--- src/seq_pkg.sv ---
// How it works
// - Links are played from the programmed last link (REG_LAST) downward, each link's segment in turn.
// - Every link names one segment; any segment may serve any number of links.
// - A link plays its segment as many whole times as its loop count; a count of zero plays it once.
// - Each link has an advance flag: zero continuous, one waits for a trigger.
// - Advance modes are automatic, stepped, single and mixed; automatic after reset.
// - Continuous run forbids single; triggered run forbids stepped and mixed.
// - A trigger source select picks the advancing trigger; automatic ignores it.
// - One sample per enabled clock, with no gap cycles between links or loops.
// - The sync marker fires on the chosen active segment and nothing else.
// - Apply copies the edit table into the live table and restarts output one cycle later.
// - Plain table edits reach the output only when sequencing is re-enabled.
// - After the last link the sequence wraps to the first and runs forever.
// - Automatic advance walks all links with no trigger, honouring loop counts.
// - Stepped advance repeats the current link until a trigger moves it on.
// - Single advance idles between links and plays on each trigger.
// - In single advance a triggered link runs all its loops before idling.
// - While idle the output holds the last sample that was produced.
// - In mixed advance a link flagged zero moves on automatically.
// - In mixed advance a link flagged one plays its loops then awaits a trigger.
// - Segments are found by start and stop tables; clearing them leaves samples intact.
package seq_pkg;
   localparam int LINK_AW = 4;
   localparam int NLINKS = 16;
   localparam int SEG_AW = 4;
   localparam int NSEGS = 16;
   localparam int LOOP_W = 8;
   localparam int MEM_AW = 10;
   localparam int SMP_W = 16;
   localparam int ADDR_W = 8;
   localparam int DATA_W = 16;
   localparam int TRIG_N = 4;
   localparam int TSEL_W = 2;
   localparam int PIPE_N = 2;
   // Advance mode codes.
   localparam logic [1:0] ADV_AUTO = 2'h0;
   localparam logic [1:0] ADV_STEP = 2'h1;
   localparam logic [1:0] ADV_SINGLE = 2'h2;
   localparam logic [1:0] ADV_MIXED = 2'h3;
   // Register addresses; the upper nibble selects a table region.
   localparam logic [ADDR_W-1:0] REG_CTRL = 8'h00;
   localparam logic [ADDR_W-1:0] REG_ACTIVE = 8'h01;
   localparam logic [ADDR_W-1:0] REG_APPLY = 8'h02;
   localparam logic [ADDR_W-1:0] REG_STATUS = 8'h03;
   localparam logic [ADDR_W-1:0] REG_LAST = 8'h04;
   localparam logic [ADDR_W-1:0] REG_SEGCLR = 8'h05;
   localparam logic [3:0] RGN_TAB = 4'h1;
   localparam logic [3:0] RGN_START = 4'h2;
   localparam logic [3:0] RGN_STOP = 4'h3;
   // Control register fields.
   localparam int CTRL_MODE_LSB = 0;
   localparam int CTRL_RUN_TRIG = 2;
   localparam int CTRL_TSEL_LSB = 3;
   localparam int CTRL_ENABLE = 5;
   // Reset values.
   localparam logic [LINK_AW-1:0] LAST_RST = 4'h0;
   localparam logic [SEG_AW-1:0] ACTIVE_RST = 4'h0;
   localparam logic [MEM_AW-1:0] ADDR_RST = 10'h000;
   localparam logic [SMP_W-1:0] SMP_RST = 16'h0000;
   // One link of the sequence table, as written to a table word.
   typedef struct packed {
      logic adv;
      logic [LOOP_W-1:0] loops;
      logic [SEG_AW-1:0] seg;
   } entry_t;
   localparam int ENT_W = 1 + LOOP_W + SEG_AW;
   // Output stream toward the converter.
   typedef struct packed {
      logic [SMP_W-1:0] sample;
      logic sync;
   } dac_out_t;
endpackage

--- src/seq_engine.sv ---
`timescale 1ns/100ps
module seq_engine
   import seq_pkg::*;
(
   input wire logic clk,
   input wire logic rst_n,
   input wire logic ce,
   input wire logic [ADDR_W-1:0] addr,
   input wire logic [DATA_W-1:0] wdata,
   input wire logic wr,
   input wire logic rd,
   output logic [DATA_W-1:0] rdata,
   input wire logic [TRIG_N-1:0] trig_in,
   output logic [MEM_AW-1:0] mem_addr,
   output logic mem_rd,
   input wire logic [SMP_W-1:0] mem_rdata,
   output dac_out_t dac,
   output logic pass_done
);
   typedef enum logic [1:0] {S_OFF, S_PLAY, S_WAIT} seq_state_t;

   seq_state_t st_r;
   logic [1:0] mode_r;
   logic run_trig_r;
   logic [TSEL_W-1:0] tsel_r;
   logic enable_r;
   logic [SEG_AW-1:0] active_r;
   logic [LINK_AW-1:0] last_r;
   logic restart_r;
   entry_t edit_tab [NLINKS];
   entry_t live_tab [NLINKS];
   logic [MEM_AW-1:0] seg_start [NSEGS];
   logic [MEM_AW-1:0] seg_stop [NSEGS];
   logic [LINK_AW-1:0] link_r;
   logic [LOOP_W-1:0] loop_r;
   logic [MEM_AW-1:0] addr_r;
   logic pend_r;
   logic [PIPE_N-1:0] valid_r;
   logic [PIPE_N-1:0] sync_r;
   logic [SMP_W-1:0] smp_r;
   logic [DATA_W-1:0] rdata_r;
   logic [TRIG_N-1:0] trig_rise;
   logic trig_ev;
   entry_t cur;
   entry_t nxt_ent;
   logic [LINK_AW-1:0] nxt_link;
   logic last_sample;
   logic loop_last;
   logic link_end;
   logic advance;
   logic to_wait;
   logic mode_ok;
   logic [1:0] wmode;
   logic wrun;
   logic sync_src;

   // Write strobes decoded by address.
   wire wr_ctrl = wr && (addr == REG_CTRL);
   wire wr_apply = wr && (addr == REG_APPLY);
   wire wr_tab = wr && (addr[7:4] == RGN_TAB);
   wire wr_start = wr && (addr[7:4] == RGN_START);
   wire wr_stop = wr && (addr[7:4] == RGN_STOP);
   wire wr_segclr = wr && (addr == REG_SEGCLR);

   // A mode that the run mode forbids is never stored; automatic is taken instead.
   always_comb begin
      wmode = wdata[CTRL_MODE_LSB +: 2];
      wrun = wdata[CTRL_RUN_TRIG];
      if (wrun) begin
         mode_ok = (wmode == ADV_AUTO) || (wmode == ADV_SINGLE);
      end else begin
         mode_ok = (wmode != ADV_SINGLE);
      end
   end

   // Control registers; automatic advance after reset.
   always_ff @(posedge clk) begin
      if (!rst_n) begin
         mode_r <= ADV_AUTO;
         run_trig_r <= 1'b0;
         tsel_r <= '0;
         enable_r <= 1'b0;
         active_r <= ACTIVE_RST;
         last_r <= LAST_RST;
      end else if (ce) begin
         if (wr_ctrl) begin
            mode_r <= mode_ok ? wmode : ADV_AUTO;
            run_trig_r <= wrun;
            tsel_r <= wdata[CTRL_TSEL_LSB +: TSEL_W];
            enable_r <= wdata[CTRL_ENABLE];
         end
         if (wr && (addr == REG_ACTIVE)) begin
            active_r <= wdata[SEG_AW-1:0];
         end
         if (wr && (addr == REG_LAST)) begin
            last_r <= wdata[LINK_AW-1:0];
         end
      end
   end

   // Restart one cycle after apply or after sequencing is switched on, so the
   // new control word is already in place when the first link is chosen.
   always_ff @(posedge clk) begin
      if (!rst_n) begin
         restart_r <= 1'b0;
      end else if (ce) begin
         restart_r <= wr_apply || (wr_ctrl && wdata[CTRL_ENABLE] && !enable_r);
      end
   end

   // Edit table and segment address tables. Clearing the segment tables
   // leaves the sample memory outside untouched.
   always_ff @(posedge clk) begin
      if (!rst_n) begin
         for (int i = 0; i < NLINKS; i++) begin
            edit_tab[i] <= '0;
         end
         for (int i = 0; i < NSEGS; i++) begin
            seg_start[i] <= ADDR_RST;
            seg_stop[i] <= ADDR_RST;
         end
      end else if (ce) begin
         if (wr_tab) begin
            edit_tab[addr[LINK_AW-1:0]] <= wdata[ENT_W-1:0];
         end
         if (wr_start) begin
            seg_start[addr[SEG_AW-1:0]] <= wdata[MEM_AW-1:0];
         end
         if (wr_stop) begin
            seg_stop[addr[SEG_AW-1:0]] <= wdata[MEM_AW-1:0];
         end
         if (wr_segclr) begin
            for (int i = 0; i < NSEGS; i++) begin
               seg_start[i] <= ADDR_RST;
               seg_stop[i] <= ADDR_RST;
            end
         end
      end
   end

   // Live table only changes on a restart, so edits do not disturb playback.
   always_ff @(posedge clk) begin
      if (!rst_n) begin
         for (int i = 0; i < NLINKS; i++) begin
            live_tab[i] <= '0;
         end
      end else if (ce && restart_r) begin
         live_tab <= edit_tab;
      end
   end

   // Trigger pins: three stages, an edge counts once stages two and three agree.
   generate
      for (genvar g = 0; g < TRIG_N; g++) begin : g_trig
         logic s1_r, s2_r, s3_r, lvl_r;
         always_ff @(posedge clk) begin
            if (!rst_n) begin
               s1_r <= 1'b0;
               s2_r <= 1'b0;
               s3_r <= 1'b0;
               lvl_r <= 1'b0;
            end else if (ce) begin
               s1_r <= trig_in[g];
               s2_r <= s1_r;
               s3_r <= s2_r;
               if (s2_r == s3_r) begin
                  lvl_r <= s3_r;
               end
            end
         end
         assign trig_rise[g] = (s2_r == s3_r) && s3_r && !lvl_r;
      end
   endgenerate

   // The selected trigger only matters outside automatic advance.
   assign trig_ev = trig_rise[tsel_r] && (mode_r != ADV_AUTO);

   // Link bookkeeping; the walk runs downward and wraps at link zero.
   always_comb begin
      cur = live_tab[link_r];
      nxt_link = (link_r == '0) ? last_r : link_r - 1'b1;
      nxt_ent = live_tab[nxt_link];
      last_sample = (addr_r == seg_stop[cur.seg]);
      // A loop count of zero plays once, the same as one.
      loop_last = ({1'b0, cur.loops} <= {1'b0, loop_r} + 9'h001);
      link_end = (st_r == S_PLAY) && last_sample && loop_last;
      advance = 1'b1;
      to_wait = 1'b0;
      case (mode_r)
         ADV_AUTO: advance = 1'b1;
         ADV_STEP: advance = pend_r;
         ADV_SINGLE: to_wait = 1'b1;
         ADV_MIXED: to_wait = cur.adv;
         default: advance = 1'b1;
      endcase
   end

   // Sequencer. Link and loop changes cost no cycle, so a pass lasts exactly
   // its total sample count in enabled clocks.
   always_ff @(posedge clk) begin
      if (!rst_n) begin
         st_r <= S_OFF;
         link_r <= '0;
         loop_r <= '0;
         addr_r <= ADDR_RST;
      end else if (ce) begin
         if (restart_r) begin
            link_r <= last_r;
            loop_r <= '0;
            addr_r <= seg_start[edit_tab[last_r].seg];
            st_r <= (mode_r == ADV_SINGLE) ? S_WAIT : S_PLAY;
         end else if (!enable_r) begin
            st_r <= S_OFF;
         end else begin
            case (st_r)
               S_PLAY: begin
                  if (!last_sample) begin
                     addr_r <= addr_r + 1'b1;
                  end else if (!loop_last) begin
                     loop_r <= loop_r + 1'b1;
                     addr_r <= seg_start[cur.seg];
                  end else begin
                     loop_r <= '0;
                     if (advance) begin
                        link_r <= nxt_link;
                        addr_r <= seg_start[nxt_ent.seg];
                     end else begin
                        addr_r <= seg_start[cur.seg];
                     end
                     if (to_wait) begin
                        st_r <= S_WAIT;
                     end
                  end
               end
               S_WAIT: begin
                  if (trig_ev) begin
                     st_r <= S_PLAY;
                  end
               end
               S_OFF: st_r <= S_OFF;
               default: st_r <= S_OFF;
            endcase
         end
      end
   end

   // Stepped trigger memory; a trigger in the cycle it is consumed is kept.
   always_ff @(posedge clk) begin
      if (!rst_n) begin
         pend_r <= 1'b0;
      end else if (ce) begin
         if (restart_r) begin
            pend_r <= 1'b0;
         end else if (trig_ev && (mode_r == ADV_STEP) && (st_r == S_PLAY)) begin
            pend_r <= 1'b1;
         end else if (link_end && (mode_r == ADV_STEP)) begin
            pend_r <= 1'b0;
         end
      end
   end

   // Marker source: first sample of a link that plays the active segment.
   assign sync_src = (st_r == S_PLAY) && (cur.seg == active_r) && (loop_r == '0)
      && (addr_r == seg_start[cur.seg]);

   // Output pipeline matching the one-cycle memory read. The sample register
   // is only loaded by valid reads, so idle periods hold the last point.
   always_ff @(posedge clk) begin
      if (!rst_n) begin
         valid_r <= '0;
         sync_r <= '0;
         smp_r <= SMP_RST;
      end else if (ce) begin
         valid_r <= {valid_r[0], st_r == S_PLAY};
         sync_r <= {sync_r[0], sync_src};
         if (valid_r[0]) begin
            smp_r <= mem_rdata;
         end
      end
   end

   // Register read port, data in the cycle after the strobe.
   always_ff @(posedge clk) begin
      if (!rst_n) begin
         rdata_r <= '0;
      end else if (ce) begin
         rdata_r <= '0;
         if (rd) begin
            if (addr == REG_CTRL) begin
               rdata_r <= {10'h000, enable_r, tsel_r, run_trig_r, mode_r};
            end else if (addr == REG_ACTIVE) begin
               rdata_r <= {12'h000, active_r};
            end else if (addr == REG_STATUS) begin
               rdata_r <= {2'h0, st_r, link_r, loop_r};
            end else if (addr == REG_LAST) begin
               rdata_r <= {12'h000, last_r};
            end else if (addr[7:4] == RGN_TAB) begin
               rdata_r <= {3'h0, edit_tab[addr[LINK_AW-1:0]]};
            end else if (addr[7:4] == RGN_START) begin
               rdata_r <= {6'h00, seg_start[addr[SEG_AW-1:0]]};
            end else if (addr[7:4] == RGN_STOP) begin
               rdata_r <= {6'h00, seg_stop[addr[SEG_AW-1:0]]};
            end
         end
      end
   end

   assign rdata = rdata_r;
   assign mem_addr = addr_r;
   assign mem_rd = (st_r == S_PLAY);
   assign dac.sample = smp_r;
   assign dac.sync = sync_r[1];
   assign pass_done = ce && link_end && advance && (link_r == '0);
endmodule

--- config.mk ---
export PLATFORM = sky130hd
export DESIGN_NAME = seq_engine
export DESIGN_NICKNAME = d
export VERILOG_FILES = /design/src/seq_pkg.sv /design/src/seq_engine.sv
export SDC_FILE = /design/constraint.sdc
export NUM_CORES = 2
export LEC_CHECK = 0
export BUFFER_PORTS_ARGS = -buffer_cell sky130_fd_sc_hd__buf_2
export CAP_MARGIN = 30
export CORE_ASPECT_RATIO = 1.25
export CORE_MARGIN = 2
export CORE_UTILIZATION = 32
export DETAILED_ROUTE_END_ITERATION = 10
export PLACE_DENSITY = 0.52
export SYNTH_ARGS = -nofsm -noshare
export SYNTH_HDL_FRONTEND = slang
export SYNTH_SLANG_ARGS = --single-unit
--- constraint.sdc ---
create_clock -name clk -period 14.2 [get_ports clk]
set_clock_uncertainty 0.1 [all_clocks]
set_input_delay 0 -clock clk [delete_from_list [all_inputs] [get_ports clk]]
set_output_delay 0 -clock clk [all_outputs]
set_load 0.01 [all_outputs]
Word-level counts from Yosys, hierarchy flattened
Memories as Yosys holds them, arrays and structs flattened. Index checks and enable logic that the tools add are counted.

Add/sub/neg operators: 4. $lt $le $gt $ge: 7. Multiplexer cells: 109. Reduce and logical (&&, ||, !) cells: 66. Equality and inequality tests: 26. Bitwise logic cells: 36.

Operators with widths (number): $mux 10 (42); $bmux 13 s4 (4); $bwmux 208 (1); $mux 13 (7); $mux 14 (4); $demux 13 s4 (1); $mux 4 (13); $mux 8 (5); $logic_and 1x1->1 (32); $or 1x1->1 (32); $mux 1 (21); $eq 10x10->1 (2); $ge 5x5->1 const B (4); $not 4->5 (4); $reduce_and 2->1 (10); $reduce_or 10->1 (2); $eq 8x2->1 const B (2); $eq 8x3->1 const B (2); $logic_not 8->1 (2); $mux 2 (8); $ne 4x2->1 const B (3); $reduce_bool 2->1 (6); $add 10x1->10 const B (1); $add 8x1->9 const B (1); 26 further kinds (39).

Word-level logic and storage cells: 378. Output and inout bits: 45. Bits in registers: 507. Memories: 2. RAM bits: 320.

Memory list: seg_start (words 16, width 10, read ports 4, clocked after Yosys merged registers in 0, wr ports 16, line seq_engine.sv:32) `logic [MEM_AW-1:0] seg_start [NSEGS];`; seg_stop (words 16, width 10, read ports 2, clocked after Yosys merged registers in 0, wr ports 16, line seq_engine.sv:33) `logic [MEM_AW-1:0] seg_stop [NSEGS];`.

Longest topological paths before layout
An unclocked memory read counts as a cell.

Depth after elaboration: 13. Mapped depth: 22.

Least setup slack after synthesis
OpenSTA, ideal clock, no wires.

Path kind: flip-flop to flip-flop. Start: reg link_r[0]. End: reg addr_r[5], in the netlist mem_addr[5]. Stages on the path, launching flop included: 21. Slack: 8.283 ns. Arrival time: 5.743 ns. Path buffers: 5. Required time: 14.026 ns. Setup time: 0.074 ns. Path through: dfxtp_1 -> buf_2 -> buf_1 -> clkbuf_1 -> buf_1 -> mux4_2 -> mux4_2 -> ha_1 -> nor2b_1 -> o21a_1 -> o21a_1 -> o21a_1 -> o21ai_0 -> a21boi_0 -> o31a_1 -> o21ba_2 -> clkbuf_1 -> o311ai_0 -> or4_1 -> a211o_1 -> a31oi_1.

Cells in the longest elaborated chain, start to end: 13. Elaborated cells between the ends (all ways): 21. Those cells by class: add/sub: 1; order compare: 1; eq/ne: 1; mux: 13; bitwise: 2; reduce/logical: 1; memory: 2.

RTL lines: start: declaration (line seq_engine.sv:34) `logic [LINK_AW-1:0] link_r;`; start signal: assignment (line seq_engine.sv:208) `link_r <= last_r;`; start signal: assignment (line seq_engine.sv:225) `link_r <= nxt_link;`; $sub 4x1->4 / $logic_not 4->1 (equally long branches) (line seq_engine.sv:181) `nxt_link = (link_r == '0) ? last_r : link_r - 1'b1;`; $mux 4 (line seq_engine.sv:181); $not 4->5 (not written as such) (line seq_engine.sv:182) `nxt_ent = live_tab[nxt_link];`; $bmux 13 s4 (line seq_engine.sv:182); $mux 4 (not written as such) (2 in series) (line seq_engine.sv:182); $mem_v2 16x10; $mux 10 (line seq_engine.sv:224) `if (advance) begin`; $mux 10 (line seq_engine.sv:219) `end else if (!loop_last) begin`; $mux 10 (*) (line seq_engine.sv:217) `if (!last_sample) begin`; $mux 10 (*) (line seq_engine.sv:215) `case (st_r)`; $mux 10 (*) (line seq_engine.sv:212) `end else if (!enable_r) begin`; $mux 10 (*) (line seq_engine.sv:207) `if (restart_r) begin`; end signal: assignment (line seq_engine.sv:210) `addr_r <= seg_start[edit_tab[last_r].seg];`; end signal: assignment (line seq_engine.sv:218) `addr_r <= addr_r + 1'b1;`; end signal: assignment (line seq_engine.sv:221) `addr_r <= seg_start[cur.seg];`; end: declaration (line seq_engine.sv:36) `logic [MEM_AW-1:0] addr_r;`.

Every way passes the cells marked *; elsewhere a longest branch is shown, timed or not. The select of a mux whose other input is x is not followed. A chain may end at the register's enable or synchronous reset.

Worst setup path after layout
Start: reg link_r[1]. End: out pass_done.

Cells in the longest elaborated chain, start to end: 11. Elaborated cells between the ends (all ways): 13. Those cells by class: order compare: 1; eq/ne: 1; mux: 3; bitwise: 1; reduce/logical: 6; memory: 1.

RTL lines: $not 4->5 (not written as such) (line seq_engine.sv:180) `cur = live_tab[link_r];`; $bmux 13 s4 (line seq_engine.sv:180); $mux 13 (not written as such) (2 in series) (line seq_engine.sv:180); $mem_v2 16x10; $eq 10x10->1 (line seq_engine.sv:183) `last_sample = (addr_r == seg_stop[cur.seg]);`; $logic_and 1x1->1 (2 in series) (line seq_engine.sv:186) `link_end = (st_r == S_PLAY) && last_sample && loop_last;`; $logic_and 1x1->1 (2 in series) (line seq_engine.sv:313) `assign pass_done = ce && link_end && advance && (link_r == '0);`; $logic_and 1x1->1 (*) (line seq_engine.sv:313); end: declaration (line seq_engine.sv:18) `output logic pass_done`.

Marked as above.

==> impl_metrics.json <==
{
  "core_um2": 135700,
  "root_buffer": "clkbuf_16",
  "cp_common_cell": "buf_4",
  "clock_latency_ps": 700,
  "die_width_um": 335.0,
  "detail-route-antenna-nets": 0,
  "post-cts-setup-buffers": 0,
  "cp-start-kind": "flip-flop",
  "worst_path_max_delay_cell": "buf_4",
  "path_class": "reg2out",
  "tns_ps": 0,
  "hpwl_mm": 101.3,
  "max_freq_mhz": 145.8,
  "synth_top_cell_area_share_pct": 23.06,
  "dieArea_um2": 140000,
  "numCtsBuffers": 87,
  "h-tree-depth": 3,
  "final_cell_mix": "nand2_1 (1095), dfxtp_1 (501), a21oi_1 (483)",
  "final_common_cell": "nand2_1",
  "rsz0062_at_grt": "false",
  "ir_drop_mv": 0.08610,
  "drive_above_1_share_pct": 17.29,
  "fin_crit_ps": 6860,
  "cts.clk_slew.worst_paths_ps": 60,
  "grt_overflow": 0,
  "dr.first_iter.drc_count": 3806,
  "vias": 34730,
  "grt.total_usage_pct": 22.62,
  "setup-violations-final": 0,
  "fin_nets": 4401,
  "yosys-top-cells-area": "dfxtp_1 (23%), edfxtp_1 (22%), mux4_2 (17%)",
  "cts.sink_count": 825,
  "path_delay_family": "compound AO/OA/AOI/OAI gates",
  "yosysSeqAreaShare_pct": 44.99,
  "fp.dieH_um": 417.8,
  "max-slew-margin-rel_pct": 17.77,
  "worstMarginPinSlew_ps": 1233,
  "endpoint_kind": "output port",
  "synthCells": 4348,
  "powerDensity_nw_per_um2": 105.8,
  "drv_cap": 0,
  "boundaryPins": 94,
  "ys.flop_type": "dfxtp_1",
  "cpPeakStageDelay_ps": 790,
  "status": "finished clean",
  "totalWireLength_mm": 160.2,
  "clk_path_buf_depth": 3,
  "yosysWarningCount": 0,
  "hold_class": "in2reg",
  "synth-seq-cells": 825,
  "drcViolationCount": 0,
  "portBuffers": 88,
  "syn_area_per_cell_um2": 10.08,
  "cts_tree": "yes",
  "total_power_w": 0.005269,
  "drtPass1Iterations": 5,
  "grt_pass1_wl_mm": 232.6,
  "critical_path_buf_inv_count": 3,
  "fin_cells": 6170,
  "min_period_over_period_pct": 48.31,
  "viasPerCell": 5.628,
  "std_cell_rows": 151,
  "final_hold_viol_count": 0,
  "place_inst": 5938,
  "synth_top_area_cell": "dfxtp_1",
  "synthDistinctLibCells": 83,
  "area_growth_pct": 13.60,
  "grt_max_degree": 209,
  "synth-async-reset-ratio_pct": 0,
  "post_drt_wl_per_cell_um": 25.97,
  "start_util_pct": 32.31,
  "grt_antenna_before_repair": 8,
  "path_max_fanout": 55,
  "grt_pass1_vias": 33530,
  "slew_viol_final": 0,
  "netlist_area_um2": 43830,
  "crit_arrival_ps": 6760,
  "crit_chain": "buf_4 > mux4_2 > mux2_2 > mux2i_4 > buf_4 > nand2_1 > a32oi_1 > a21boi_0 > a2111oi_0 > o2111ai_1 > or2_1 > nor3_1 > buf_2",
  "synth_edf_count": 320,
  "worstPathRequired_ps": 14100,
  "gp_congestion": 0.9071,
  "p_leak_nw": 16.27
}
-- registers in the layout, indices dropped and copies added (netlist names), 4 cells and up --
| signal | count |
|---|---|
| g_trig.s1_r | 4 |
| rdata | 14 |
| live_tab | 208 |
| smp_r | 16 |
| mem_addr | 10 |
| last_r | 4 |
| loop_r | 8 |
| link_r | 4 |
| g_trig.s3_r | 4 |
| edit_tab | 208 |
| g_trig.s2_r | 4 |
| seg_start | 160 |
| g_trig.lvl_r | 4 |
| active_r | 4 |
| seg_stop | 160 |
-- synth_stat cells (all sizes together), types with 77 or more instances --
library cell,n
a21oi,483
and2,345
buf,85
clkbuf,297
dfxtp,505
edfxtp,320
mux2i,156
mux4,331
nand2,1097
nand3,103
nor2,115
o21ai,77
-- worst min-delay path, delay by kind of cell --
kind,cells,cell delay (ps)
AO/OA/AOI/OAI,2,220
AND/OR/NAND/NOR,1,130
buffers and inverters,1,250
multiplexers,1,270
-- stage by stage --
stage          utilization (%)  setup slack [ps]  cell area (um2)  hold slack [ps]
2_1_floorplan                -              8283            43840            35.98
3_3_place_gp             33.84              7901            45910            136.9
3_5_place_dp             34.04              7884            46180            144.9
4_1_cts                  36.66              7291            49730            51.43
5_1_grt                  36.70              6974            49790            164.5
6_report                 36.71              7340            49800            134.1
-- layer usage --
metal	vias up	share of wire, %	GRT usage (%)
met5	-	0.014	0
met4	4	4.6	10.25
met3	310	8.5	4.153
met2	1579	48	37.22
met1	17280	39	28.88
li1	15550	-	-
-- final cells by class --
cell class | instances | area (um2)
Inverter | 28 | 112.6
Timing Repair Buffer | 280 | 2288
Multi-Input combinational cell | 3114 | 22560
Clock buffer | 120 | 2496
Sequential cell | 825 | 19730
Tap cell | 1759 | 2201
Clock inverter | 40 | 396.6
Antenna cell | 4 | 10.01
Fill cell | 13500 | 85860
-- power by group --
group          total [W]  switching (W)  leakage [nW]  internal, W
Sequential       0.00255      0.0000421          7.11      0.00251
Clock            0.00237        0.00102          1.42      0.00136
Combinational   0.000348       0.000214          7.74     0.000134
Total            0.00527        0.00127          16.3      0.00400
-- worst paths after layout --
path,from,to,slack (ps),cells past startpoint
max,link_r[1],pass_done,7340,13
min reg2reg,smp_r[2],smp_r[2],350,2
max reg2reg,link_r[1],sync_r[0],7760,14
min,addr[4],rdata[5],130,5
-- cells by family after synthesis --
family / synth area share, %
other: 0.008555
adders and majority gates: 0.4567
muxes: 21.99
AOI/OAI and AO/OA: 10.00
DFF: 44.99
xor gates and xnor gates: 0.6594
buffers and inverters: 3.805
and+or+nand+nor: 18.09
-- what timing repair did --
action	4_1_cts	5_1_grt
gates resized for setup	0	0
hold buffers	66	0
hold endpoints to repair	321	0
(Power assumes the default switching activity.)
